**config.mk**
```make
export PLATFORM = sky130hd
export DESIGN_NAME = tcp_timer
export DESIGN_NICKNAME = d
export VERILOG_FILES = /design/src/shared/tcp_pkg.sv /design/src/rtl/tcp_timer.sv
export SDC_FILE = /design/constraint.sdc
export NUM_CORES = 1
export LEC_CHECK = 0
export ABC_AREA = 1
export BUFFER_PORTS_ARGS = -buffer_cell sky130_fd_sc_hd__buf_2
export CAP_MARGIN = 30
export CORE_AREA = 5 5 106 108
export DETAILED_ROUTE_END_ITERATION = 10
export DIE_AREA = 0 0 111 113
export HOLD_SLACK_MARGIN = 0.06
export PLACE_DENSITY = 0.73
export SLEW_MARGIN = 25
export SYNTH_ARGS = -nofsm -noshare
export SYNTH_HDL_FRONTEND = slang
export SYNTH_SLANG_ARGS = --single-unit
```
**constraint.sdc**
```tcl
create_clock -name MCLK -period 5.1 [get_ports MCLK]
set_input_delay 1.275 -clock MCLK [delete_from_list [all_inputs] [get_ports MCLK]]
set_output_delay 1.275 -clock MCLK [all_outputs]
set_load 0.02 [all_outputs]
```
**src/shared/tcp_pkg.sv**
```systemverilog
// shared constants, types and field layout of the 8-bit pwm timer/counter
`default_nettype none
package tcp_pkg;
    typedef logic [7:0] tcp_byte_t;
    typedef logic [3:0] tcp_addr_t;

    // register word indexes on the plain register port
    localparam tcp_addr_t ADDR_CONTROL_A = 4'h0;
    localparam tcp_addr_t ADDR_CONTROL_B = 4'h1;
    localparam tcp_addr_t ADDR_CONTROL_C = 4'h2;
    localparam tcp_addr_t ADDR_COUNT     = 4'h3;
    localparam tcp_addr_t ADDR_COMPARE_A = 4'h4;
    localparam tcp_addr_t ADDR_COMPARE_B = 4'h5;
    localparam tcp_addr_t ADDR_INT_MASK  = 4'h6;
    localparam tcp_addr_t ADDR_INT_FLAGS = 4'h7;
    localparam tcp_addr_t ADDR_POWER     = 4'h8;

    // field positions
    localparam int CA_COM_A_LSB = 6;
    localparam int CA_COM_B_LSB = 4;
    localparam int CA_WGM_LSB   = 0;
    localparam int CB_WGM_MSB   = 3;
    localparam int CB_CS_LSB    = 0;
    localparam int CC_FORCE_A   = 7;
    localparam int CC_FORCE_B   = 6;
    localparam int INT_OVF      = 0;
    localparam int INT_CMP_A    = 1;
    localparam int INT_CMP_B    = 2;
    localparam int PWR_OFF_BIT  = 0;

    // count landmarks and reset values
    localparam tcp_byte_t BOTTOM_VALUE = 8'h00;
    localparam tcp_byte_t MAX_VALUE    = 8'hFF;
    localparam tcp_byte_t RESET_BYTE   = 8'h00;
    localparam tcp_byte_t ONE_BYTE     = 8'h01;

    // waveform generation modes
    typedef enum logic [2:0] {
        TCP_WGM_NORMAL    = 3'b000,
        TCP_WGM_PC_MAX    = 3'b001,
        TCP_WGM_CTC       = 3'b010,
        TCP_WGM_FAST_MAX  = 3'b011,
        TCP_WGM_RSVD4     = 3'b100,
        TCP_WGM_PC_OCRA   = 3'b101,
        TCP_WGM_RSVD6     = 3'b110,
        TCP_WGM_FAST_OCRA = 3'b111
    } tcp_wgm_t;

    // clock select codes
    typedef enum logic [2:0] {
        TCP_CS_NONE     = 3'b000,
        TCP_CS_DIV1     = 3'b001,
        TCP_CS_DIV8     = 3'b010,
        TCP_CS_DIV64    = 3'b011,
        TCP_CS_DIV256   = 3'b100,
        TCP_CS_DIV1024  = 3'b101,
        TCP_CS_EXT_FALL = 3'b110,
        TCP_CS_EXT_RISE = 3'b111
    } tcp_cs_t;

    // counting direction for the phase-correct sequences
    typedef enum logic {
        TCP_DIR_UP   = 1'b0,
        TCP_DIR_DOWN = 1'b1
    } tcp_dir_t;

    // compare output mode codes
    localparam logic [1:0] COM_OFF    = 2'h0;
    localparam logic [1:0] COM_TOGGLE = 2'h1;
    localparam logic [1:0] COM_CLEAR  = 2'h2;
    localparam logic [1:0] COM_SET    = 2'h3;

    // prescaler taps, a tick when the low bits are all ones
    localparam logic [9:0] PRE_ZERO     = 10'h000;
    localparam logic [9:0] PRE_ONE      = 10'h001;
    localparam logic [9:0] PRE_MASK_8   = 10'h007;
    localparam logic [9:0] PRE_MASK_64  = 10'h03F;
    localparam logic [9:0] PRE_MASK_256 = 10'h0FF;
    localparam logic [9:0] PRE_MASK_1K  = 10'h3FF;

    // one compare channel: mode, active and buffered compare, output state
    typedef struct packed {
        logic [1:0] com;
        tcp_byte_t  active;
        tcp_byte_t  buffer;
        logic       out;
        logic       drive;
    } tcp_chan_t;
endpackage : tcp_pkg
`default_nettype wire
```
**src/rtl/tcp_timer.sv**
```systemverilog
// 8-bit timer/counter with two compare channels, prescaler and external clock
//
// Decided for this implementation: the placing of the registers and the plain strobed port.
`timescale 1ns/1ps
`default_nettype none
// Summary of operation
// a count of zero is bottom, flagged internally whenever the count is zero.
// all ones, 0xFF, is the maximum count.
// top is either the maximum or compare register A, chosen by mode.
// three-bit clock select; zero selects nothing and the counter stays stopped.
// tick comes from the internal prescaler or the external pin, edge selectable.
// each tick clears, increments or decrements the count as the mode needs.
// software may read and write the count at any time.
// a software count write beats any clear or step in the same cycle.
// three-bit mode, two bits in control A, top bit in control B.
// overflow flag set where the mode says and may request an interrupt.
// each channel compares count with its compare value all the time.
// a match sets that channel's flag on the tick; mask enables its request.
// the flag clears itself when the interrupt is acknowledged.
// writing one to a flag clears it; writing zero leaves it.
// three flags in one flag register, each gated by its own mask bit.
// in pwm modes compare writes go to a buffer copied at top or bottom.
// in normal and ctc modes compare registers are written directly.
// in non-pwm modes a force strobe acts on the output as a real match.
// a forced compare sets no flag and does not clear the counter.
// output derived from match, mode and output mode, plus max and bottom.
// the timer runs only while its power-off bit is zero.
// a count write blocks compare matches on the following tick.
// normal mode counts up, wraps max to zero, flags overflow on the wrap.
// ctc mode clears the count when it equals compare A, which is top.
// output mode zero takes no action on the output state.
// reset clears count, compares, controls, flags and mask; timer stopped.
// the external pin is synchronised and edge detected before use.
module tcp_timer
    import tcp_pkg::*;
(
    input  wire logic       MCLK,
    input  wire logic       SYS_RST,
    input  wire logic [3:0] REG_ADDR,
    input  wire logic [7:0] REG_WDATA,
    input  wire logic       REG_WR,
    input  wire logic       REG_RD,
    output var  logic [7:0] REG_RDATA,
    input  wire logic       EXTERNAL_CLOCK_PIN,
    input  wire logic [2:0] IRQ_ACK,
    output var  logic [2:0] IRQ_REQ,
    output var  logic       COMPARE_OUTPUT_A,
    output var  logic       COMPARE_OUTPUT_B,
    output var  logic       COMPARE_DRIVE_A,
    output var  logic       COMPARE_DRIVE_B
);

    // true in the phase-correct and fast pwm modes
    function automatic logic is_pwm(input tcp_wgm_t m);
        return (m == TCP_WGM_PC_MAX) || (m == TCP_WGM_FAST_MAX) ||
               (m == TCP_WGM_PC_OCRA) || (m == TCP_WGM_FAST_OCRA);
    endfunction : is_pwm

    // true in the single-slope pwm modes
    function automatic logic is_fast(input tcp_wgm_t m);
        return (m == TCP_WGM_FAST_MAX) || (m == TCP_WGM_FAST_OCRA);
    endfunction : is_fast

    // register write decode, shared by every writable register
    function automatic logic wr_hit(input logic wr, input tcp_addr_t a, input tcp_addr_t target);
        return wr && (a == target);
    endfunction : wr_hit

    // control state
    tcp_wgm_t    wgm;
    tcp_cs_t     cs;
    logic        power_off;
    logic [2:0]  mask;
    logic [2:0]  flags;
    tcp_byte_t   count;
    tcp_dir_t    dir;
    logic        block;
    tcp_chan_t   chan [2];
    tcp_byte_t   rdata;
    logic [2:0]  irq;

    tcp_wgm_t    next_wgm;
    tcp_cs_t     next_cs;
    logic        next_power_off;
    logic [2:0]  next_mask;
    logic [2:0]  next_flags;
    tcp_byte_t   next_count;
    tcp_dir_t    next_dir;
    logic        next_block;
    tcp_chan_t   next_chan [2];
    tcp_byte_t   next_rdata;
    logic [2:0]  next_irq;

    // tick source state
    logic [9:0]  pre;
    logic        sync_a;
    logic        sync_b;
    logic        pin_last;
    logic        tick;
    logic [9:0]  next_pre;
    logic        next_sync_a;
    logic        next_sync_b;
    logic        next_pin_last;
    logic        next_tick;

    // combinational helpers
    logic        active;
    tcp_byte_t   top;
    logic        at_bottom;
    logic        at_max;
    logic        at_top;
    logic [1:0]  raw_match;
    logic [1:0]  match;

    assign active    = (cs != TCP_CS_NONE) && !power_off;
    assign top       = (wgm == TCP_WGM_CTC || wgm == TCP_WGM_PC_OCRA ||
                        wgm == TCP_WGM_FAST_OCRA) ? chan[0].active : MAX_VALUE;
    assign at_bottom = (count == BOTTOM_VALUE);
    assign at_max    = (count == MAX_VALUE);
    assign at_top    = (count == top);

    // one comparator per channel; a pending count write masks the match
    genvar g;
    generate
        for (g = 0; g < 2; g++) begin : g_cmp
            assign raw_match[g] = (count == chan[g].active);
            assign match[g]     = tick && raw_match[g] && !block;
        end
    endgenerate

    // tick source: prescaler taps or synchronised external edge
    always_comb begin : tick_next
        next_pre      = active ? pre + PRE_ONE : PRE_ZERO;
        next_sync_a   = EXTERNAL_CLOCK_PIN;
        next_sync_b   = sync_a;
        next_pin_last = sync_b;
        next_tick     = 1'b0;
        if (active) begin
            case (cs)
                TCP_CS_DIV1:     next_tick = 1'b1;
                TCP_CS_DIV8:     next_tick = (pre & PRE_MASK_8) == PRE_MASK_8;
                TCP_CS_DIV64:    next_tick = (pre & PRE_MASK_64) == PRE_MASK_64;
                TCP_CS_DIV256:   next_tick = (pre & PRE_MASK_256) == PRE_MASK_256;
                TCP_CS_DIV1024:  next_tick = (pre & PRE_MASK_1K) == PRE_MASK_1K;
                TCP_CS_EXT_FALL: next_tick = pin_last && !sync_b;
                TCP_CS_EXT_RISE: next_tick = !pin_last && sync_b;
                default:         next_tick = 1'b0;
            endcase
        end
    end

    // the tick is registered, so a tick lasts exactly one system clock
    always_ff @(posedge MCLK or posedge SYS_RST) begin : tick_regs
        if (SYS_RST) begin
            pre      <= PRE_ZERO;
            sync_a   <= 1'b0;
            sync_b   <= 1'b0;
            pin_last <= 1'b0;
            tick     <= 1'b0;
        end else begin
            pre      <= next_pre;
            sync_a   <= next_sync_a;
            sync_b   <= next_sync_b;
            pin_last <= next_pin_last;
            tick     <= next_tick;
        end
    end

    // registers, counter, flags and waveform generators
    always_comb begin : core_next
        logic [1:0] force_hit;
        logic       buf_load;
        logic [2:0] set_ev;
        logic [2:0] clr_ev;
        force_hit  = 2'b00;
        buf_load   = 1'b0;
        set_ev     = 3'b000;
        clr_ev     = 3'b000;
        next_wgm   = wgm;
        next_cs    = cs;
        next_power_off = power_off;
        next_mask  = mask;
        next_count = count;
        next_dir   = dir;
        next_block = block;
        next_chan  = chan;
        next_rdata = RESET_BYTE;

        // counter sequence on each tick
        if (tick) begin
            next_block = 1'b0;
            case (wgm)
                TCP_WGM_CTC: begin
                    next_count = raw_match[0] ? BOTTOM_VALUE : count + ONE_BYTE;
                    set_ev[INT_OVF] = at_max;
                end
                TCP_WGM_FAST_MAX, TCP_WGM_FAST_OCRA: begin
                    next_count = at_top ? BOTTOM_VALUE : count + ONE_BYTE;
                    set_ev[INT_OVF] = at_top;
                    buf_load = at_top;
                end
                TCP_WGM_PC_MAX, TCP_WGM_PC_OCRA: begin
                    if (dir == TCP_DIR_UP) begin
                        if (at_top) begin
                            next_dir   = TCP_DIR_DOWN;
                            next_count = at_bottom ? count : count - ONE_BYTE;
                            buf_load   = 1'b1;
                        end else begin
                            next_count = count + ONE_BYTE;
                        end
                    end else begin
                        if (at_bottom) begin
                            next_dir   = TCP_DIR_UP;
                            next_count = count + ONE_BYTE;
                            set_ev[INT_OVF] = 1'b1;
                        end else begin
                            next_count = count - ONE_BYTE;
                        end
                    end
                end
                default: begin
                    // normal and reserved codes: plain up counter with wrap
                    next_count = count + ONE_BYTE;
                    set_ev[INT_OVF] = at_max;
                end
            endcase
            if (!is_pwm(wgm)) begin
                next_dir = TCP_DIR_UP;
            end
        end
        set_ev[INT_CMP_A] = match[0];
        set_ev[INT_CMP_B] = match[1];

        // buffered compare copied into the active register
        if (buf_load && is_pwm(wgm)) begin
            next_chan[0].active = chan[0].buffer;
            next_chan[1].active = chan[1].buffer;
        end

        // register writes; a count write wins over the sequence above
        if (wr_hit(REG_WR, REG_ADDR, ADDR_CONTROL_A)) begin
            next_chan[0].com = REG_WDATA[CA_COM_A_LSB +: 2];
            next_chan[1].com = REG_WDATA[CA_COM_B_LSB +: 2];
            next_wgm = tcp_wgm_t'({wgm[2], REG_WDATA[CA_WGM_LSB +: 2]});
        end
        if (wr_hit(REG_WR, REG_ADDR, ADDR_CONTROL_B)) begin
            next_wgm = tcp_wgm_t'({REG_WDATA[CB_WGM_MSB], wgm[1:0]});
            next_cs  = tcp_cs_t'(REG_WDATA[CB_CS_LSB +: 3]);
        end
        if (wr_hit(REG_WR, REG_ADDR, ADDR_CONTROL_C) && !is_pwm(wgm)) begin
            force_hit[0] = REG_WDATA[CC_FORCE_A];
            force_hit[1] = REG_WDATA[CC_FORCE_B];
        end
        if (wr_hit(REG_WR, REG_ADDR, ADDR_COUNT)) begin
            next_count = REG_WDATA;
            next_block = 1'b1;
        end
        if (wr_hit(REG_WR, REG_ADDR, ADDR_COMPARE_A)) begin
            next_chan[0].buffer = REG_WDATA;
            if (!is_pwm(wgm)) begin
                next_chan[0].active = REG_WDATA;
            end
        end
        if (wr_hit(REG_WR, REG_ADDR, ADDR_COMPARE_B)) begin
            next_chan[1].buffer = REG_WDATA;
            if (!is_pwm(wgm)) begin
                next_chan[1].active = REG_WDATA;
            end
        end
        if (wr_hit(REG_WR, REG_ADDR, ADDR_INT_MASK)) begin
            next_mask = REG_WDATA[2:0];
        end
        if (wr_hit(REG_WR, REG_ADDR, ADDR_INT_FLAGS)) begin
            clr_ev = REG_WDATA[2:0];
        end
        if (wr_hit(REG_WR, REG_ADDR, ADDR_POWER)) begin
            next_power_off = REG_WDATA[PWR_OFF_BIT];
        end

        // flags: a new event wins over a software or acknowledge clear
        clr_ev     = clr_ev | IRQ_ACK;
        next_flags = (flags & ~clr_ev) | set_ev;

        // waveform generator per channel
        for (int c = 0; c < 2; c++) begin
            next_chan[c].drive = (next_chan[c].com != COM_OFF);
            if (!is_pwm(wgm)) begin
                // forced compare acts on the output only, never on flag or count
                if (match[c] || force_hit[c]) begin
                    case (chan[c].com)
                        COM_TOGGLE: next_chan[c].out = !chan[c].out;
                        COM_CLEAR:  next_chan[c].out = 1'b0;
                        COM_SET:    next_chan[c].out = 1'b1;
                        default:    next_chan[c].out = chan[c].out;
                    endcase
                end
            end else if (is_fast(wgm)) begin
                case (chan[c].com)
                    COM_CLEAR: begin
                        if (match[c]) next_chan[c].out = 1'b0;
                        if (tick && at_top && !(raw_match[c] && at_max && chan[c].active == MAX_VALUE))
                            next_chan[c].out = 1'b1;
                    end
                    COM_SET: begin
                        if (match[c]) next_chan[c].out = 1'b1;
                        if (tick && at_top && !(raw_match[c] && at_max && chan[c].active == MAX_VALUE))
                            next_chan[c].out = 1'b0;
                    end
                    COM_TOGGLE: begin
                        if (c == 0 && wgm[2] && match[c]) next_chan[c].out = !chan[c].out;
                    end
                    default: next_chan[c].out = chan[c].out;
                endcase
            end else begin
                case (chan[c].com)
                    COM_CLEAR: begin
                        if (match[c]) next_chan[c].out = (dir == TCP_DIR_DOWN);
                    end
                    COM_SET: begin
                        if (match[c]) next_chan[c].out = (dir == TCP_DIR_UP);
                    end
                    COM_TOGGLE: begin
                        if (c == 0 && wgm[2] && match[c]) next_chan[c].out = !chan[c].out;
                    end
                    default: next_chan[c].out = chan[c].out;
                endcase
            end
        end

        // read data, visible in the cycle after the strobe only
        if (REG_RD) begin
            case (REG_ADDR)
                ADDR_CONTROL_A: next_rdata = {chan[0].com, chan[1].com, 2'b00, wgm[1:0]};
                ADDR_CONTROL_B: next_rdata = {4'h0, wgm[2], cs};
                ADDR_COUNT:     next_rdata = count;
                ADDR_COMPARE_A: next_rdata = is_pwm(wgm) ? chan[0].buffer : chan[0].active;
                ADDR_COMPARE_B: next_rdata = is_pwm(wgm) ? chan[1].buffer : chan[1].active;
                ADDR_INT_MASK:  next_rdata = {5'h00, mask};
                ADDR_INT_FLAGS: next_rdata = {5'h00, flags};
                ADDR_POWER:     next_rdata = {7'h00, power_off};
                default:        next_rdata = RESET_BYTE;                     // strobe register reads zero
            endcase
        end

        next_irq = next_flags & next_mask;
    end

    // everything clears on reset so the timer starts stopped
    always_ff @(posedge MCLK or posedge SYS_RST) begin : core_regs
        if (SYS_RST) begin
            wgm       <= TCP_WGM_NORMAL;
            cs        <= TCP_CS_NONE;
            power_off <= 1'b0;
            mask      <= 3'b000;
            flags     <= 3'b000;
            count     <= RESET_BYTE;
            dir       <= TCP_DIR_UP;
            block     <= 1'b0;
            chan[0]   <= '0;
            chan[1]   <= '0;
            rdata     <= RESET_BYTE;
            irq       <= 3'b000;
        end else begin
            wgm       <= next_wgm;
            cs        <= next_cs;
            power_off <= next_power_off;
            mask      <= next_mask;
            flags     <= next_flags;
            count     <= next_count;
            dir       <= next_dir;
            block     <= next_block;
            chan[0]   <= next_chan[0];
            chan[1]   <= next_chan[1];
            rdata     <= next_rdata;
            irq       <= next_irq;
        end
    end

    // ports straight from flip-flops
    assign REG_RDATA        = rdata;
    assign IRQ_REQ          = irq;
    assign COMPARE_OUTPUT_A = chan[0].out;
    assign COMPARE_OUTPUT_B = chan[1].out;
    assign COMPARE_DRIVE_A  = chan[0].drive;
    assign COMPARE_DRIVE_B  = chan[1].drive;

endmodule : tcp_timer
`default_nettype wire

```
==> impl_results.md, run 1 <==
* Run status: finished clean
* Final period demand of the worst path at 3.21 ns
* Count of flip-flops with a built-in enable after synthesis at 0
* Endpoints failing hold at 0
* Summed negative setup slack over all endpoints at 0 ns
* Total Routing Usage GR at 25.5%
* Number of warning messages in the yosys log at 0
* Post-synthesis compound-gate area fraction at 17.7%
* Placement row count at 37
* Detailed placement HPWL at 12.4 mm
* Worst R2R Setup Slack at 2.27 ns
* Final design utilization at 58.9%
* Critical path capture point: count[4]
* Post_cts resized at 0
* Die Wd at 111 um
* Post-layout nets at 821
* Multiplexer fraction of the synthesized cell area at 0%
* Seq/Total Area, Yosys at 40.1%
* Number of routed nets with antenna violations at 0
* Most area-hungry cell type in the Yosys netlist: sky130_fd_sc_hd__dfrtp_1
* Global route total overflow at 0
* Maximum number of pins on one net before global-route repair at 32
* Count of cells along the worst register-to-register path at 16
* DR vias/cell at 5.79
* Number of CTS-inserted buffers at 9
* Async set or reset register ratio after synthesis at 100%
* Launch point of the worst path: REG_ADDR[3]
* Worst setup path class: input port to register
* Syn_nets at 792
* Hold-fix buffers, CTS at 0
* Count of final setup violators at 0
* Max Cap Violations at 0
* Most common flop cell mapped by yosys: sky130_fd_sc_hd__dfrtp_1
* Source-to-sink clock delay at the later pin of the worst-skew pair at 0.37 ns
* FF-to-FF End: COMPARE_OUTPUT_B
* Worst slew slack as a fraction of its limit at 46.8%
* Post-synthesis simple-gate area fraction at 28.4%
* Initial Utilization at 54.2%
* Pwr Density at 424 nW/um^2
* Most frequent cells after synthesis: sky130_fd_sc_hd__nand2_1, sky130_fd_sc_hd__inv_1, sky130_fd_sc_hd__dfrtp_1
* Worst min path class: register to register
* Vias in the first global route at 5,194
* Cell at the root of the clock tree: sky130_fd_sc_hd__clkbuf_8
* Cell with the biggest individual delay on the critical path: sky130_fd_sc_hd__nor2_1
* Synthesized area divided by synthesized cell count at 7.17 um^2
* Setup crit start kind: input port
* Detailed-route DRC error count at 0
* Final non-filler cell total at 935
* Max Transition Viols Final at 0
* Share of the cycle needed by the critical path after routing at 63.0%
* Largest fanout on the critical path at 11
* Data arrival time of the critical path at 3.48 ns
* Worst-path cell chain: buf_2, nor2_1, inv_1, nor2_1, inv_1, nor2_1, inv_1, or2_2, nand3_1, nand2_1
* Worst path depth at 10
* Req. time, crit path at 5.36 ns
* Setup bufs post-CTS at 0
* Cells after synthesis at 766
* Share of final-layout standard cells stronger than drive strength 1 at 13.1%
* Mapped cell area at 5490 um^2
* Clock tree from TritonCTS: done
* Total of flip-flops plus latches after synthesis at 88
* Sinks on the clock net at 88
* Area contributors post-synth: sky130_fd_sc_hd__dfrtp_1, sky130_fd_sc_hd__nand2_1, sky130_fd_sc_hd__inv_1
* Global-route wire length before repair at 25.6 mm
* Cell Count Post-Placement at 920
* Maximum vdd ir drop at 0.000197 V
* Total core area at 10,100 um^2
* Area fraction of the dominant cell type after synthesis at 40.1%
* Wirelength per Cell at 17.3 um
* Detailed-routing iteration count for the pre-antenna-repair pass at 7
* Buffer and inverter count on the worst path at 4
* Crit-path leading delay family: simple AND/OR/NAND/NOR gates
* Distinct cell type count after synthesis at 46
* Delay of the slowest cell on the worst path at 0.57 ns
* Final GP Congestion at 0.983
* R2R Path Start: count[2]
* Post-Synth XOR/XNOR Area at 1.91%
* CP Capture Type: register
* Die Y at 113 um
* Power after layout at 2.54 mW
* Standby leakage power at 2.96 nW
* Area growth from synthesis to layout at 8.82%
* IO Port Bufs at 34
* Most common cell in the netlist: sky130_fd_sc_hd__nand2_1
* IO Count at 35
* Setup repair after global routing missed its margin: no
* Achievable frequency at 311 MHz
* Clk buf depth at 2
* Detailed router's first-iteration violation count at 512
* Diodes inserted at 0
* H-tree Lvls at 3
* Slew at the pin closest to its max-slew limit at 0.793 ns
* Final Routed Wirelength at 16.1 mm
* Setup Skew at 0.0125 ns
* Routed via count at 5,411
* Synth Area in Adders at 1.37%
* Antenna violations before repair at 0
* Combinational family with the most area after synthesis: simple AND/OR/NAND/NOR gates
* Total die area at 12,500 um^2
* Clock-pin slew of the registers on the worst-case setup and hold paths at 0.09 ns
per-layer routing:
metal | global-route usage, % | vias to the layer above | part of all wire [%]
met1 | 32.7 | 2501 | 41
met3 | 5.88 | 56 | 9.6
met2 | 41.0 | 313 | 45
met5 | 0 | - | 0
li1 | - | 2541 | -
met4 | 12.2 | 0 | 3.7
metrics by stage:
stage               hold WS (ns)  setup WS [ns]  instance area (um^2)
finish                     0.365           1.89                  5980
global route               0.373           1.70                  5980
CTS                        0.374           1.93                  5980
detailed placement         0.354           1.55                  5760
global placement           0.334           1.68                  5730
floorplan                  0.331           1.55                  5490
sequential cells by signal, summed over array words and instances (netlist names), 8 cells and up:
register   flops
chan          36
REG_RDATA      8
count          8
pre           10
worst min-delay path by stage:
stage           startpoint             to  cells past startpoint
2_1_floorplan  next_sync_b  next_pin_last                      0
3_3_place_gp   next_sync_b  next_pin_last                      0
3_5_place_dp   next_sync_b  next_pin_last                      0
4_1_cts        next_sync_b  next_pin_last                      0
5_1_grt        next_sync_b  next_pin_last                      0
6_report       next_sync_b  next_pin_last                      0
logic make-up after synthesis:
| group | Yosys count |
|---|---|
| DFF | 88 |
| adders and majority gates | 6 |
| AOI/OAI and AO/OA | 164 |
| xor gates and xnor gates | 12 |
| buffers and inverters | 139 |
| and+or+nand+nor | 357 |
worst reg2reg max path, cell delays in order, from the launching register on:
cell and delay [ns]:
sky130_fd_sc_hd__dfrtp_1 0.68, sky130_fd_sc_hd__inv_2 0.19, sky130_fd_sc_hd__nand2_1 0.12, sky130_fd_sc_hd__o21ai_0 0.09
sky130_fd_sc_hd__nor2_1 0.12, sky130_fd_sc_hd__nand2_1 0.07, sky130_fd_sc_hd__a21oi_2 0.15, sky130_fd_sc_hd__nand3_4 0.17
sky130_fd_sc_hd__nor2_4 0.20, sky130_fd_sc_hd__o21ai_0 0.17, sky130_fd_sc_hd__ha_1 0.22, sky130_fd_sc_hd__a211oi_1 0.20
sky130_fd_sc_hd__nand2_1 0.08, sky130_fd_sc_hd__nand2_1 0.09, sky130_fd_sc_hd__nand2_1 0.06, sky130_fd_sc_hd__nand2_1 0.06
sky130_fd_sc_hd__nand2_1 0.05
power breakdown:
group	switching, mW	internal [mW]	total [mW]
Combinational	0.641	0.320	0.961
Sequential	0.197	0.835	1.03
Clock	0.256	0.287	0.542
Total	1.09	1.44	2.54
final cells by class:
| class | instances | area, um^2 |
|---|---|---|
| fillers | 923 | 4160 |
| multi-input cells | 539 | 2720 |
| flip-flops and latches | 88 | 2200 |
| inverters | 120 | 462 |
| repair buffers | 37 | 205 |
| well taps | 136 | 170 |
| clock buffers | 10 | 138 |
| clock inverters | 5 | 81.3 |
placed cells by master (no fill, tap or decap), drive strengths merged, types with 2 or more instances in the layout:
| cell type | count |
|---|---|
| ha | 6 |
| o211ai | 2 |
| clkbuf | 10 |
| o22ai | 10 |
| nand3b | 4 |
| nor3 | 10 |
| o21a | 6 |
| o31ai | 3 |
| dfrtp | 88 |
| a21oi | 44 |
| nand3 | 41 |
| nand2 | 206 |
| inv | 118 |
| o21ai | 83 |
| or2 | 4 |
| buf | 37 |
| xor2 | 11 |
| bufinv | 2 |
| nor2 | 76 |
| a221oi | 3 |
| nand4 | 11 |
| nor3b | 3 |
| a41oi | 2 |
| clkinv | 4 |
| a211oi | 6 |
Power figures use the tool's default switching activity.
==> run 2, diff against run 1 <==
==> constraint.sdc (replaced) <==
create_clock -name MCLK -period 3.3 [get_ports MCLK]
set_input_delay 0.825 -clock MCLK [delete_from_list [all_inputs] [get_ports MCLK]]
set_output_delay 0.825 -clock MCLK [all_outputs]
set_load 0.02 [all_outputs]
==> impl_results.md, run 2 (same netlist as run 1, synthesis figures left out) <==
* Run status: finished clean
* CP Capture Type: register
* Number of routed nets with antenna violations at 0 (unchanged)
* Hold-fix buffers, CTS at 0 (unchanged)
* Launch point of the worst path: count[2]
* Area of all placed cells without fillers at 5970 um^2 (-0.13%)
* Maximum vdd ir drop at 0.000316 V (+60%)
* Achievable frequency at 367 MHz
* Relative contribution of the clock network to total power at 20.4% (-1.0 points)
* Count of final setup violators at 0 (unchanged)
* Register with the most flip-flops: chan
* Antenna violations before repair at 0 (unchanged)
* Summed negative setup slack over all endpoints at 0 ns (unchanged)
* Most common cell after layout, fill and taps aside: sky130_fd_sc_hd__nand2_1
* FF-to-FF End: COMPARE_OUTPUT_B
* Endpoint, Worst Hold: next_pin_last
* Post_cts resized at 0 (unchanged)
* Total die area at 12,500 um^2 (unchanged)
* Internal power contribution at 2.15 mW (+49%)
* Part of the power in combinational logic at 38.2% (+0.3 points)
* Count of cells along the worst register-to-register path at 16 (unchanged)
* Total core area at 10,100 um^2 (unchanged)
* Max FFs per register at 36 (unchanged)
* Standby leakage power at 2.96 nW (about the same)
* Max Cap Violations at 0 (unchanged)
* Detailed-routing iteration count for the pre-antenna-repair pass at 6 (-1)
* Pwr Density at 646 nW/um^2 (+52%)
* Sinks on the clock net at 88 (unchanged)
* Source-to-sink clock delay at the later pin of the worst-skew pair at 0.37 ns (about the same)
* Setup crit start kind: register
* Detailed placement HPWL at 12.3 mm (about the same)
* Global route total overflow at 0 (unchanged)
* Initial Utilization at 54.2% (unchanged)
* Worst R2R Setup Slack at 0.57 ns (-1.70 ns)
* Final period demand of the worst path at 2.73 ns
* Diodes inserted at 0 (unchanged)
* Setup bufs post-CTS at 0 (unchanged)
* Post-layout nets at 823 (+0.24%)
* R2R Path Start: count[2]
* Wirelength per Cell at 17.4 um (+0.80%)
* Total Routing Usage GR at 26.6% (+1.1 points)
* Clock tree from TritonCTS: done
* Final design utilization at 58.9% (-0.074 points)
* Switching share of power at 44.3% (+1.2 points)
* Slew at the pin closest to its max-slew limit at 0.707 ns (-0.0864 ns)
* Max Transition Viols Final at 0 (unchanged)
* Share of the cycle needed by the critical path after routing at 82.6%
* Endpoints failing hold at 0 (unchanged)
* Die Wd at 111 um (unchanged)
* Area growth from synthesis to layout at 8.68%
* Placement row count at 37 (unchanged)
* Final Routed Wirelength at 16.3 mm (+1.1%)
* Detailed router's first-iteration violation count at 502 (-2.0%)
* Switching power summed over all nets at 1.71 mW (+56%)
* Data arrival time of the critical path at 3.00 ns (-0.48 ns)
* Placed standard-cell area at 5770 um^2 (+0.17%)
* H-tree Lvls at 3 (unchanged)
* Cell at the root of the clock tree: sky130_fd_sc_hd__clkbuf_8
* Detailed-route DRC error count at 0 (unchanged)
* Worst min path class: register to register
* Share of final-layout standard cells stronger than drive strength 1 at 13.3% (+0.20 points)
* IO Count at 35 (unchanged)
* Maximum number of pins on one net before global-route repair at 52 (+63%)
* Leading registers by flop count: chan x36, pre x10
* Number of CTS-inserted buffers at 9 (unchanged)
* Largest fanout on the critical path at 10 (-1)
* Most frequent cells in the layout: sky130_fd_sc_hd__nand2_1, sky130_fd_sc_hd__inv_1, sky130_fd_sc_hd__dfrtp_1, sky130_fd_sc_hd__nor2_1, sky130_fd_sc_hd__o21ai_0
* IO Port Bufs at 34 (unchanged)
* Req. time, crit path at 3.57 ns (-1.79 ns)
* Clk buf depth at 2 (unchanged)
* Power after layout at 3.86 mW (+52%)
* Hold wc startpoint: next_sync_b
* Final GP Congestion at 0.979 (-0.32%)
* Die Y at 113 um (unchanged)
* DR vias/cell at 5.64 (-2.5%)
* Clock-pin slew of the registers on the worst-case setup and hold paths at 0.10 ns (about the same)
* Tightest hold margin at 0.369 ns (+0.00451 ns)
* Setup Skew at 0.0183 ns (+0.00580 ns)
* Worst slew slack as a fraction of its limit at 52.8% (+6.0 points)
* Hold path depth at 0 (unchanged)
* Routed via count at 5,293 (-2.2%)
* Sequential group share of total power at 41.4% (+0.7 points)
* Setup repair after global routing missed its margin: no
* Worst setup path class: register to register
* Vias in the first global route at 4,999 (-3.8%)
* Global-route wire length before repair at 26.5 mm (+3.4%)
## run 2: routing by layer
layer | vias up | track usage, % | routed length [um]
met5 | - | 0 | 0
met3 | 43 | 3.90 | 1220
li1 | 2544 | - | -
met1 | 2477 | 37.8 | 7210
met4 | 0 | 10.6 | 618
met2 | 229 | 41.1 | 7280
## run 2: through the flow
stage	cells	setup WS [ns]
finish	938	0.574
global route	938	0.243
CTS	938	0.633
detailed placement	922	0.377
global placement	922	0.430
floorplan	766	0.196
## run 2: critical path, cell delays in order, from the launching register on
cell and delay (ns):
sky130_fd_sc_hd__dfrtp_1 0.66, sky130_fd_sc_hd__inv_2 0.18, sky130_fd_sc_hd__nand2_1 0.12, sky130_fd_sc_hd__o21ai_0 0.09
sky130_fd_sc_hd__nor2_1 0.10, sky130_fd_sc_hd__nand2_1 0.06, sky130_fd_sc_hd__a21oi_2 0.17, sky130_fd_sc_hd__nand3_4 0.18
sky130_fd_sc_hd__nor2_4 0.21, sky130_fd_sc_hd__o21ai_0 0.16, sky130_fd_sc_hd__ha_1 0.21, sky130_fd_sc_hd__a211oi_1 0.18
sky130_fd_sc_hd__nand2_1 0.08, sky130_fd_sc_hd__nand2_1 0.07, sky130_fd_sc_hd__nand2_1 0.05, sky130_fd_sc_hd__nand2_1 0.06
sky130_fd_sc_hd__nand2_1 0.04
## run 2: area by class of cell
| cell class | count | area, um^2 |
|---|---|---|
| Clock buffer | 9 | 124 |
| Multi-Input combinational cell | 539 | 2710 |
| Timing Repair Buffer | 39 | 220 |
| Tap cell | 136 | 170 |
| Inverter | 120 | 462 |
| Fill cell | 965 | 4170 |
| Sequential cell | 88 | 2200 |
| Clock inverter | 7 | 77.6 |
## run 2: worst max-delay path by stage
stage                            end  slack, ns
floorplan            COMPARE_DRIVE_A       0.20
finish              COMPARE_OUTPUT_B       0.57
CTS                 COMPARE_OUTPUT_B       0.63
global route        COMPARE_OUTPUT_B       0.24
global placement            chan[37]       0.43
detailed placement          chan[37]       0.38
## run 2: power by group through the flow
stage / clock network [mW] / registers, mW / logic [mW]
finish: 0.786 / 1.59 / 1.47
detailed placement: 0 / 1.60 / 1.44
floorplan: 0 / 1.47 / 1.17
global route: 0.838 / 1.62 / 1.66
global placement: 0 / 1.60 / 1.41
CTS: 0.797 / 1.58 / 1.45
